[src/dmb_pkg.sv]
// Constants and types for the direct-mode bit interface
//
// Summary of operation
// - Direct mode routes input pin bits to the modulator, no packet FIFO.
// - Clock select: 00 none, 01 GPIO, 10 SPI data-out, 11 interrupt pin.
// - Invert bit set: every transmit data bit is inverted before modulation.
// - GFSK needs the bit clock output; FSK needs only the data input.
// - Receive direct mode drives demodulated bits and optional bit clock in real time.
// - After preamble detection, bit timing switches to packet tracking behaviour.
// - Synchronous transmit drives a square bit clock at the programmed rate.
// - Synchronous transmit supports FSK, GFSK and OOK.
// - Asynchronous transmit: no bit clock, data taken at any rate.
// - Asynchronous transmit samples data input at the full internal rate.
// - Asynchronous mode allows carrier, FSK and OOK, never GFSK.
// - SPI data-out carries read data when selected, bit clock otherwise if 10.
// - Clock select 11 uses the interrupt pin only with no interrupt enabled.
// - Source 01, deselected: SPI data-in is modulation input or receive output.
// - SPI data-out not a clock: GPIO config bit 3 makes it the interrupt.
// - Pseudorandom mode generates transmit bits internally from PN9.
// - Source select: 00 GPIO, 01 SPI data-in, 10 FIFO, 11 PN9.
// - Modulation: 00 carrier, 01 OOK, 10 FSK, 11 GFSK.
package dmb_pkg;

  localparam logic [1:0] DMB_CLK_NONE  = 2'h0;
  localparam logic [1:0] DMB_CLK_GPIO  = 2'h1;
  localparam logic [1:0] DMB_CLK_SDO   = 2'h2;
  localparam logic [1:0] DMB_CLK_IRQ   = 2'h3;
  localparam logic [1:0] DMB_SRC_GPIO  = 2'h0;
  localparam logic [1:0] DMB_SRC_SDI   = 2'h1;
  localparam logic [1:0] DMB_SRC_FIFO  = 2'h2;
  localparam logic [1:0] DMB_SRC_PN9   = 2'h3;
  localparam logic [1:0] DMB_MOD_CW    = 2'h0;
  localparam logic [1:0] DMB_MOD_OOK   = 2'h1;
  localparam logic [1:0] DMB_MOD_FSK   = 2'h2;
  localparam logic [1:0] DMB_MOD_GFSK  = 2'h3;
  localparam logic [8:0] DMB_PN9_SEED  = 9'h1ff;
  localparam int         DMB_PN9_TAP   = 4;
  localparam int         DMB_FIFO_W    = 1;
  localparam int         DMB_FIFO_D    = 16;
  localparam int         DMB_CNT_W     = 16;

  typedef enum logic [1:0] {DMB_IDLE, DMB_TX_SYNC, DMB_TX_ASYNC, DMB_RX} dmb_mode_t;

  typedef struct packed {
    logic [1:0] clk_sel;
    logic [1:0] src_sel;
    logic [1:0] mod_type;
    logic       invert;
    logic       tx_on;
    logic       rx_on;
    logic       sdo_irq_en;
    logic       irq_any_en;
  } dmb_cfg_t;

  typedef struct packed {
    logic sdo_out;
    logic sdo_oe;
    logic sdi_out;
    logic sdi_oe;
    logic interrupt_out_n;
    logic gpio_clk;
    logic gpio_rx_data;
  } dmb_pins_t;

endpackage

[src/dmb_fifo.sv]
// Parameterised valid/ready FIFO for transmit bits toward the modulator
`timescale 1ns/10ps
module dmb_fifo
  import dmb_pkg::*;
#(
  parameter int WIDTH = DMB_FIFO_W,
  parameter int DEPTH = DMB_FIFO_D
)
(
  input  wire logic             clock,
  input  wire logic             rst,
  input  wire logic             in_valid,
  output logic                  in_ready,
  input  wire logic [WIDTH-1:0] in_data,
  output logic                  out_valid,
  input  wire logic             out_ready,
  output logic [WIDTH-1:0]      out_data
);

  localparam int AW = $clog2(DEPTH);

  typedef struct packed {
    logic [AW-1:0] wr;
    logic [AW-1:0] rd;
    logic [AW:0]   cnt;
  } dmb_fifo_st_t;

  dmb_fifo_st_t     st_r;
  dmb_fifo_st_t     st_nxt;
  logic [WIDTH-1:0] mem_r [DEPTH];
  logic             do_wr;
  logic             do_rd;

  assign in_ready  = (st_r.cnt != (AW+1)'(DEPTH));
  assign out_valid = (st_r.cnt != '0);
  assign out_data  = mem_r[st_r.rd];
  assign do_wr     = in_valid && in_ready;
  assign do_rd     = out_valid && out_ready;

  always_comb
  begin
    st_nxt = st_r;
    if (do_wr)
      st_nxt.wr = (st_r.wr == AW'(DEPTH-1)) ? '0 : st_r.wr + 1'b1;
    if (do_rd)
      st_nxt.rd = (st_r.rd == AW'(DEPTH-1)) ? '0 : st_r.rd + 1'b1;
    case ({do_wr, do_rd})
      2'b10:   st_nxt.cnt = st_r.cnt + 1'b1;
      2'b01:   st_nxt.cnt = st_r.cnt - 1'b1;
      default: st_nxt.cnt = st_r.cnt;
    endcase
  end

  always_ff @(posedge clock or posedge rst)
  begin
    if (rst)
      st_r <= '0;
    else
      st_r <= st_nxt;
  end

  // Storage has no reset; only the pointers and count need a defined start
  always_ff @(posedge clock)
  begin
    if (do_wr)
      mem_r[st_r.wr] <= in_data;
  end
endmodule

[src/dmb_direct.sv]
// Direct-mode bit interface: pin muxing, bit clock, PN9 and receive output
`timescale 1ns/10ps
module dmb_direct
  import dmb_pkg::*;
(
  input  wire logic                 clock,
  input  wire logic                 rst,
  input  wire dmb_cfg_t             cfg,
  input  wire logic [DMB_CNT_W-1:0] bit_half_period,
  input  wire logic                 chip_select_n,
  input  wire logic                 sdi_in,
  input  wire logic                 gpio_tx_data,
  input  wire logic                 spi_read_data,
  input  wire logic                 irq_request_n,
  input  wire logic                 rx_bit_in,
  input  wire logic                 rx_bit_stb,
  input  wire logic                 preamble_det,
  input  wire logic                 sync_det,
  input  wire logic                 skip_sync,
  input  wire logic                 mod_ready,
  output logic                      mod_valid,
  output logic                      mod_bit,
  output logic [1:0]                mod_type,
  output dmb_pins_t                 pins,
  output logic                      direct_active,
  output logic                      track_packet,
  output logic                      track_optimal,
  output logic                      tx_overrun
);

  typedef struct packed {
    dmb_mode_t            mode;
    logic                 csn_m;
    logic                 csn_s;
    logic                 sdi_m;
    logic                 sdi_s;
    logic                 gpd_m;
    logic                 gpd_s;
    logic                 last_bit;
    logic [DMB_CNT_W-1:0] half_cnt;
    logic                 txclk;
    logic [8:0]           pn9;
    logic                 rxclk;
    logic [DMB_CNT_W-1:0] rx_cnt;
    logic                 rx_bit;
    logic                 pre_seen;
    logic                 sync_seen;
    logic                 track_ok;
    logic [1:0]           mod_type;
    logic                 direct;
    logic                 overrun;
    logic                 mout_valid;
    logic                 mout_bit;
    dmb_pins_t            pins;
  } dmb_state_t;

  dmb_state_t           st_r;
  dmb_state_t           st_nxt;
  logic                 push;
  logic                 push_bit;
  logic                 fifo_ready;
  logic                 fifo_valid;
  logic                 fifo_pop;
  logic [0:0]           fifo_data;
  logic                 src_bit;
  logic                 bitclk;
  logic                 clk_drive;
  logic                 pn9_fb;
  logic [DMB_CNT_W-1:0] half_lim;

  // --------------------------------------------------------------
  // Rate-decoupling buffer toward the modulator
  // --------------------------------------------------------------
  // Output register reloads only when empty or consumed
  assign fifo_pop = fifo_valid && (!st_r.mout_valid || mod_ready);

  dmb_fifo #(
    .WIDTH (DMB_FIFO_W),
    .DEPTH (DMB_FIFO_D)
  ) u_fifo (
    .clock     (clock),
    .rst       (rst),
    .in_valid  (push),
    .in_ready  (fifo_ready),
    .in_data   (push_bit),
    .out_valid (fifo_valid),
    .out_ready (fifo_pop),
    .out_data  (fifo_data)
  );

  // --------------------------------------------------------------
  // Data source selection
  // --------------------------------------------------------------
  assign pn9_fb   = st_r.pn9[8] ^ st_r.pn9[DMB_PN9_TAP];
  assign half_lim = (bit_half_period == '0) ? DMB_CNT_W'(1) : bit_half_period;
  assign bitclk   = cfg.tx_on ? st_r.txclk : st_r.rxclk;
  assign clk_drive = cfg.tx_on || cfg.rx_on;

  always_comb
  begin
    case (cfg.src_sel)
      DMB_SRC_GPIO: src_bit = st_r.gpd_s;
      DMB_SRC_SDI:  src_bit = st_r.sdi_s && st_r.csn_s;
      DMB_SRC_PN9:  src_bit = st_r.pn9[8];
      default:      src_bit = 1'b0;
    endcase
  end

  assign push_bit = src_bit ^ cfg.invert;

  // --------------------------------------------------------------
  // Next-state logic
  // --------------------------------------------------------------
  always_comb
  begin
    st_nxt = st_r;
    push   = 1'b0;

    // Pins are asynchronous to the core clock
    st_nxt.csn_m = chip_select_n;
    st_nxt.csn_s = st_r.csn_m;
    st_nxt.sdi_m = sdi_in;
    st_nxt.sdi_s = st_r.sdi_m;
    st_nxt.gpd_m = gpio_tx_data;
    st_nxt.gpd_s = st_r.gpd_m;

    st_nxt.direct = (cfg.src_sel != DMB_SRC_FIFO);

    // PN9 keeps its own bit timing even without a clock pin
    if (!st_nxt.direct && cfg.src_sel != DMB_SRC_PN9)
      st_nxt.mode = DMB_IDLE;
    else if (cfg.tx_on && (cfg.clk_sel != DMB_CLK_NONE || cfg.src_sel == DMB_SRC_PN9))
      st_nxt.mode = DMB_TX_SYNC;
    else if (cfg.tx_on)
      st_nxt.mode = DMB_TX_ASYNC;
    else if (cfg.rx_on)
      st_nxt.mode = DMB_RX;
    else
      st_nxt.mode = DMB_IDLE;

    // GFSK needs a known bit rate; fall back to FSK without one
    if (st_nxt.mode == DMB_TX_ASYNC && cfg.mod_type == DMB_MOD_GFSK)
      st_nxt.mod_type = DMB_MOD_FSK;
    else
      st_nxt.mod_type = cfg.mod_type;

    case (st_r.mode)
      DMB_TX_SYNC:
      begin
        if (st_r.half_cnt + 1'b1 < half_lim)
          st_nxt.half_cnt = st_r.half_cnt + 1'b1;
        else if (st_r.txclk)
        begin
          st_nxt.half_cnt = '0;
          st_nxt.txclk    = 1'b0;
        end
        else if (fifo_ready)
        begin
          // Bit taken as the clock rises; controller data moves on the fall, PN9 steps here on the rise
          st_nxt.half_cnt = '0;
          st_nxt.txclk    = 1'b1;
          push            = 1'b1;
          if (cfg.src_sel == DMB_SRC_PN9)
            st_nxt.pn9 = {st_r.pn9[7:0], pn9_fb};
        end
      end
      DMB_TX_ASYNC:
      begin
        // Every core cycle is a sample; only level changes are queued
        st_nxt.txclk    = 1'b0;
        st_nxt.half_cnt = '0;
        if (push_bit != st_r.last_bit)
        begin
          if (fifo_ready)
          begin
            push            = 1'b1;
            st_nxt.last_bit = push_bit;
          end
          else
            st_nxt.overrun = 1'b1;
        end
      end
      DMB_RX:
      begin
        st_nxt.txclk = 1'b0;
      end
      default:
      begin
        st_nxt.txclk    = 1'b0;
        st_nxt.half_cnt = '0;
        st_nxt.overrun  = 1'b0;
      end
    endcase

    // Receive: regenerate a bit clock around each demodulated bit
    if (cfg.rx_on && rx_bit_stb)
    begin
      st_nxt.rx_bit = rx_bit_in;
      st_nxt.rxclk  = 1'b1;
      st_nxt.rx_cnt = '0;
    end
    else if (st_r.rxclk && st_r.rx_cnt + 1'b1 < half_lim)
      st_nxt.rx_cnt = st_r.rx_cnt + 1'b1;
    else
      st_nxt.rxclk = 1'b0;

    // Timing recovery changes once a preamble is in
    if (!cfg.rx_on)
    begin
      st_nxt.pre_seen  = 1'b0;
      st_nxt.sync_seen = 1'b0;
    end
    else
    begin
      if (preamble_det)
        st_nxt.pre_seen = 1'b1;
      if (sync_det)
        st_nxt.sync_seen = 1'b1;
    end
    // Without skip-sync a sync-less packet never gets full tracking
    st_nxt.track_ok = st_nxt.pre_seen && (st_nxt.sync_seen || skip_sync);

    // Modulator output stage
    if (fifo_pop)
    begin
      st_nxt.mout_valid = 1'b1;
      st_nxt.mout_bit   = fifo_data[0];
    end
    else if (mod_ready)
      st_nxt.mout_valid = 1'b0;

    // Pin multiplexing
    st_nxt.pins.gpio_clk = (cfg.clk_sel == DMB_CLK_GPIO) && clk_drive && bitclk;
    st_nxt.pins.gpio_rx_data = cfg.rx_on && st_r.rx_bit;

    if (!st_r.csn_s)
    begin
      st_nxt.pins.sdo_out = spi_read_data;
      st_nxt.pins.sdo_oe  = 1'b1;
    end
    else if (cfg.clk_sel == DMB_CLK_SDO && clk_drive)
    begin
      st_nxt.pins.sdo_out = bitclk;
      st_nxt.pins.sdo_oe  = 1'b1;
    end
    else if (cfg.sdo_irq_en)
    begin
      st_nxt.pins.sdo_out = irq_request_n;
      st_nxt.pins.sdo_oe  = 1'b1;
    end
    else
    begin
      st_nxt.pins.sdo_out = 1'b0;
      st_nxt.pins.sdo_oe  = 1'b0;
    end

    if (cfg.clk_sel == DMB_CLK_IRQ && !cfg.irq_any_en && clk_drive)
      st_nxt.pins.interrupt_out_n = bitclk;
    else
      st_nxt.pins.interrupt_out_n = irq_request_n;

    // SPI data-in turns around only while deselected and receiving
    st_nxt.pins.sdi_oe  = (cfg.src_sel == DMB_SRC_SDI) && st_r.csn_s && cfg.rx_on && !cfg.tx_on;
    st_nxt.pins.sdi_out = st_nxt.pins.sdi_oe && st_r.rx_bit;
  end

  always_ff @(posedge clock or posedge rst)
  begin
    if (rst)
    begin
      st_r                      <= '0;
      st_r.csn_m                <= 1'b1;
      st_r.csn_s                <= 1'b1;
      st_r.pn9                  <= DMB_PN9_SEED;
      st_r.pins.interrupt_out_n <= 1'b1;
    end
    else
      st_r <= st_nxt;
  end

  // --------------------------------------------------------------
  // Outputs
  // --------------------------------------------------------------
  assign mod_valid     = st_r.mout_valid;
  assign mod_bit       = st_r.mout_bit;
  assign mod_type      = st_r.mod_type;
  assign pins          = st_r.pins;
  assign direct_active = st_r.direct;
  assign track_packet  = st_r.pre_seen;
  assign track_optimal = st_r.track_ok;
  assign tx_overrun    = st_r.overrun;
endmodule

[config.mk]
export PLATFORM = sky130hd
export DESIGN_NAME = dmb_direct
export DESIGN_NICKNAME = d
export VERILOG_FILES = /design/src/dmb_pkg.sv /design/src/dmb_fifo.sv /design/src/dmb_direct.sv
export SDC_FILE = /design/constraint.sdc
export NUM_CORES = 1
export LEC_CHECK = 0
export ABC_AREA = 1
export BUFFER_PORTS_ARGS = -buffer_cell sky130_fd_sc_hd__buf_2
export CAP_MARGIN = 30
export CORE_AREA = 2 2 102 114
export DETAILED_ROUTE_END_ITERATION = 6
export DIE_AREA = 0 0 104 116
export PLACE_DENSITY_LB_ADDON = 0.05
export SYNTH_ARGS = -nofsm -noshare
export SYNTH_HDL_FRONTEND = slang
export SYNTH_SLANG_ARGS = --single-unit
export TNS_END_PERCENT = 100
[constraint.sdc]
create_clock -name clock -period 4.05 [get_ports clock]
set_clock_uncertainty 0.05 [all_clocks]
set_input_delay 0 -clock clock [delete_from_list [all_inputs] [get_ports clock]]
set_output_delay 0 -clock clock [all_outputs]
set_load 0.03 [all_outputs]
==> flow_summary.json <==
{
  "dieWidth_um": 104,
  "wl_per_cell_um": 13.4,
  "grt_use_met3": 0.0354,
  "cts_root_buf": "clkbuf_16",
  "outcome": "complete, no violations",
  "grtUsageMet1": 0.269,
  "die_area_sq_um": 12100,
  "clock_latency_ps": 360,
  "period_share": 0.974,
  "tightest_slew_ps": 891,
  "syn_nets": 768,
  "antenna_cells": 0,
  "grt.busiest_layer": "met2",
  "postPlaceCellArea_sq_um": 6120,
  "top_level_ports": 55,
  "vias": 4688,
  "fin_hold_ws_ps": 75.6,
  "setup_viol_count_final": 0,
  "cts_max_path_buffers": 2,
  "track_usage": 0.216,
  "final_common_cell": "nand2_1",
  "fill_cells": 987,
  "yosysSeqAreaShare": 0.445,
  "grt_max_degree": 44,
  "drt_iter0_drc": 175,
  "cts_sinks": 98,
  "dp_hpwl_mm": 8.75,
  "synth_area_leaders": "dfrtp_1 31%, nand2_1 11%, ha_1 9.6%, edfxtp_1 8.4%, dfstp_2 5.5%",
  "drv_cap": 0,
  "coreArea_sq_um": 10800,
  "num_rows": 40,
  "whs_path_depth": 5,
  "critPathMaxFanout": 4,
  "worstReg2RegEnd": "u_fifo.st_r[4]",
  "critPathRequiredTime_ps": 4240,
  "crit_path_end_kind": "flop",
  "fp.dieH_um": 116,
  "design_area_sq_um": 6850,
  "start_kind": "flop",
  "fin_nets": 855,
  "grt_first_pass_wirelength_mm": 20.8,
  "grt_pass1_vias": 4496,
  "gp_congestion": 0.841,
  "rsz0062_at_grt": "yes",
  "finalMaxSlewViolations": 0,
  "async_flop_share": 0.837,
  "cts_max_level": 3,
  "synthDistinctLibCells": 44,
  "worstReg2RegStart": "st_r[46]",
  "power_density_nw_per_um2": 423,
  "final.min_clock_period_ps": 3940,
  "first_pass_iters": 4,
  "cts_tree": "built",
  "ir_drop_mv": 0.228,
  "hold_start": "cfg[4]",
  "met2_usage": 0.372,
  "crit_arrival_ps": 4140,
  "layout-area-overhead-vs-synth_pct": 19.6,
  "ys_warn_count": 0,
  "drcViolationCount": 0,
  "cts_buffers": 9,
  "drt_wl_total_mm": 12.4,
  "hold_viol": 0,
  "p_leak_nw": 3.45,
  "synth_top_area_frac": 0.306,
  "synth_edf_count": 16,
  "drive_gt1_frac": 0.197,
  "max_freq_mhz": 254,
  "layout_common_cells": "168 x nand2_1, 83 x inv_1, 70 x dfrtp_1",
  "port_buffers": 54,
  "clk_pin_slew_worst_paths_ps": 70,
  "syn_area_sq_um": 5730,
  "syn_inst": 683,
  "vias_per_cell": 5.08,
  "worstSetupPathType": "flop to flop",
  "synthFlopType": "dfrtp_1",
  "hold_end": "tx_overrun",
  "ys_seq_elements": 98,
  "avgSynthCellArea_sq_um": 8.39,
  "hp-class": "input pin to flop",
  "ant_nets": 0,
  "start_util": 0.530,
  "regToRegSetupSlack_ps": 110,
  "globalRouteOverflowTotal": 0,
  "antenna_found_initial": 0,
  "yosys.area.top_type": "dfrtp_1",
  "reg2reg_depth": 26,
  "max-slew-margin-rel": 0.405
}
==> layout make-up <==
class	instances	area (sq um)	share of cell area
Clock buffer	9	225	0.0329
Clock inverter	7	81.3	0.0119
Inverter	88	332	0.0484
Multi-Input combinational cell	476	2820	0.411
Sequential cell	98	2550	0.372
Tap cell	147	184	0.0268
Timing Repair Buffer	97	666	0.0971
==> per-layer routing <==
layer	wire length [um]	part of all wire	vias up
li1	-	-	2389
met1	5510	0.45	2198
met2	6190	0.50	78
met3	359	0.029	23
met4	296	0.024	0
met5	0	0	-
==> worst max-delay path, stage by stage (launching register included) <==
cell	delay (ps)
dfrtp_1	430
nand3_2	120
nor3_2	210
nand2_1	100
nor2_2	130
nand2_1	80
nor2_1	130
xnor2_1	140
inv_1	100
ha_4	290
nand2_2	70
o21ai_2	120
nand3_1	120
a21oi_2	170
a211oi_2	60
nand2_2	90
nand3_2	80
nand2_2	110
nand2_4	60
ha_4	180
fa_2	370
a21o_1	170
a21oi_1	120
inv_1	60
o21ai_1	110
a21oi_1	60
xor2_1	140
==> registers in the layout, indices dropped and copies added (netlist names) <==
| name | count |
|---|---|
| st_r | 51 |
| u_fifo.mem_r | 16 |
| u_fifo.st_r | 13 |
| pins | 7 |
| st_nxt | 3 |
| mod_type | 2 |
| direct_active | 1 |
| mod_bit | 1 |
| mod_valid | 1 |
| track_optimal | 1 |
| track_packet | 1 |
| tx_overrun | 1 |
==> logic make-up after synthesis <==
family | share of synthesized area
buffers and inverters | 0.0799
flip-flops | 0.445
XOR/XNOR | 0.0483
adder cells (fa/ha/maj) | 0.0996
multiplexers | 0.00175
AND/OR/NAND/NOR | 0.244
AO/OA/AOI/OAI | 0.0821
==> worst max path at each step <==
stage / startpoint / to / depth (start not counted) / slack (ps)
global route: st_r[46] / u_fifo.st_r[4] / 26 / -180
detailed placement: st_r[46] / u_fifo.st_r[4] / 26 / -40
CTS: st_r[46] / u_fifo.st_r[4] / 26 / 0.9
finish: st_r[46] / u_fifo.st_r[4] / 26 / 110
floorplan: st_r[44] / u_fifo.st_r[4] / 27 / 50
global placement: st_r[44] / u_fifo.st_r[4] / 23 / 80
==> synth_stat cells (2+ instances only) <==
cell      count
nand2_1     171
inv_1        84
dfrtp_1      70
nor2_1       57
ha_1         44
nand3_1      42
o21ai_0      40
a21oi_1      20
xor2_1       17
edfxtp_1     16
nor2_2       16
dfstp_2      12
nand4_1      11
buf_4        10
xnor2_1       9
clkbuf_1      6
nor3_1        6
a211oi_1      4
a31oi_1       4
nor4_1        4
buf_2         3
nand2_2       3
nand3_2       3
o32ai_1       3
or2_2         3
a21o_1        2
clkinv_1      2
inv_2         2
nor3_2        2
o211ai_1      2
xnor2_2       2
==> repair_timing <==
item,CTS,global route
setup buffers,0,6
cloned,0,0
pin swaps,0,16
hold buffers,29,0
resized for setup,1,20
hold endpoints to repair,49,0
endpoints found under the setup margin,1,3
==> report_power, final <==
group / switching [W] / leakage [nW] / internal (W)
Combinational: 0.000438 / 2.13 / 0.000320
Clock: 0.000409 / 0.149 / 0.000491
Sequential: 0.000126 / 1.17 / 0.00111
Total: 0.000973 / 3.45 / 0.00193
==> stage by stage <==
step / instances / worst slack [ps] / utilization / setup TNS (ps) / total power (W)
floorplan: 683 / 46.2 / - / 0 / 0.00178
global placement: 871 / 77.1 / 0.567 / 0 / 0.00193
detailed placement: 871 / -38.0 / 0.567 / -38.0 / 0.00197
CTS: 916 / 0.885 / 0.622 / 0 / 0.00289
global route: 922 / -181 / 0.634 / -296 / 0.00310
finish: 922 / 105 / 0.634 / 0 / 0.00290
No activity file was read; power rests on OpenSTA's default activity.
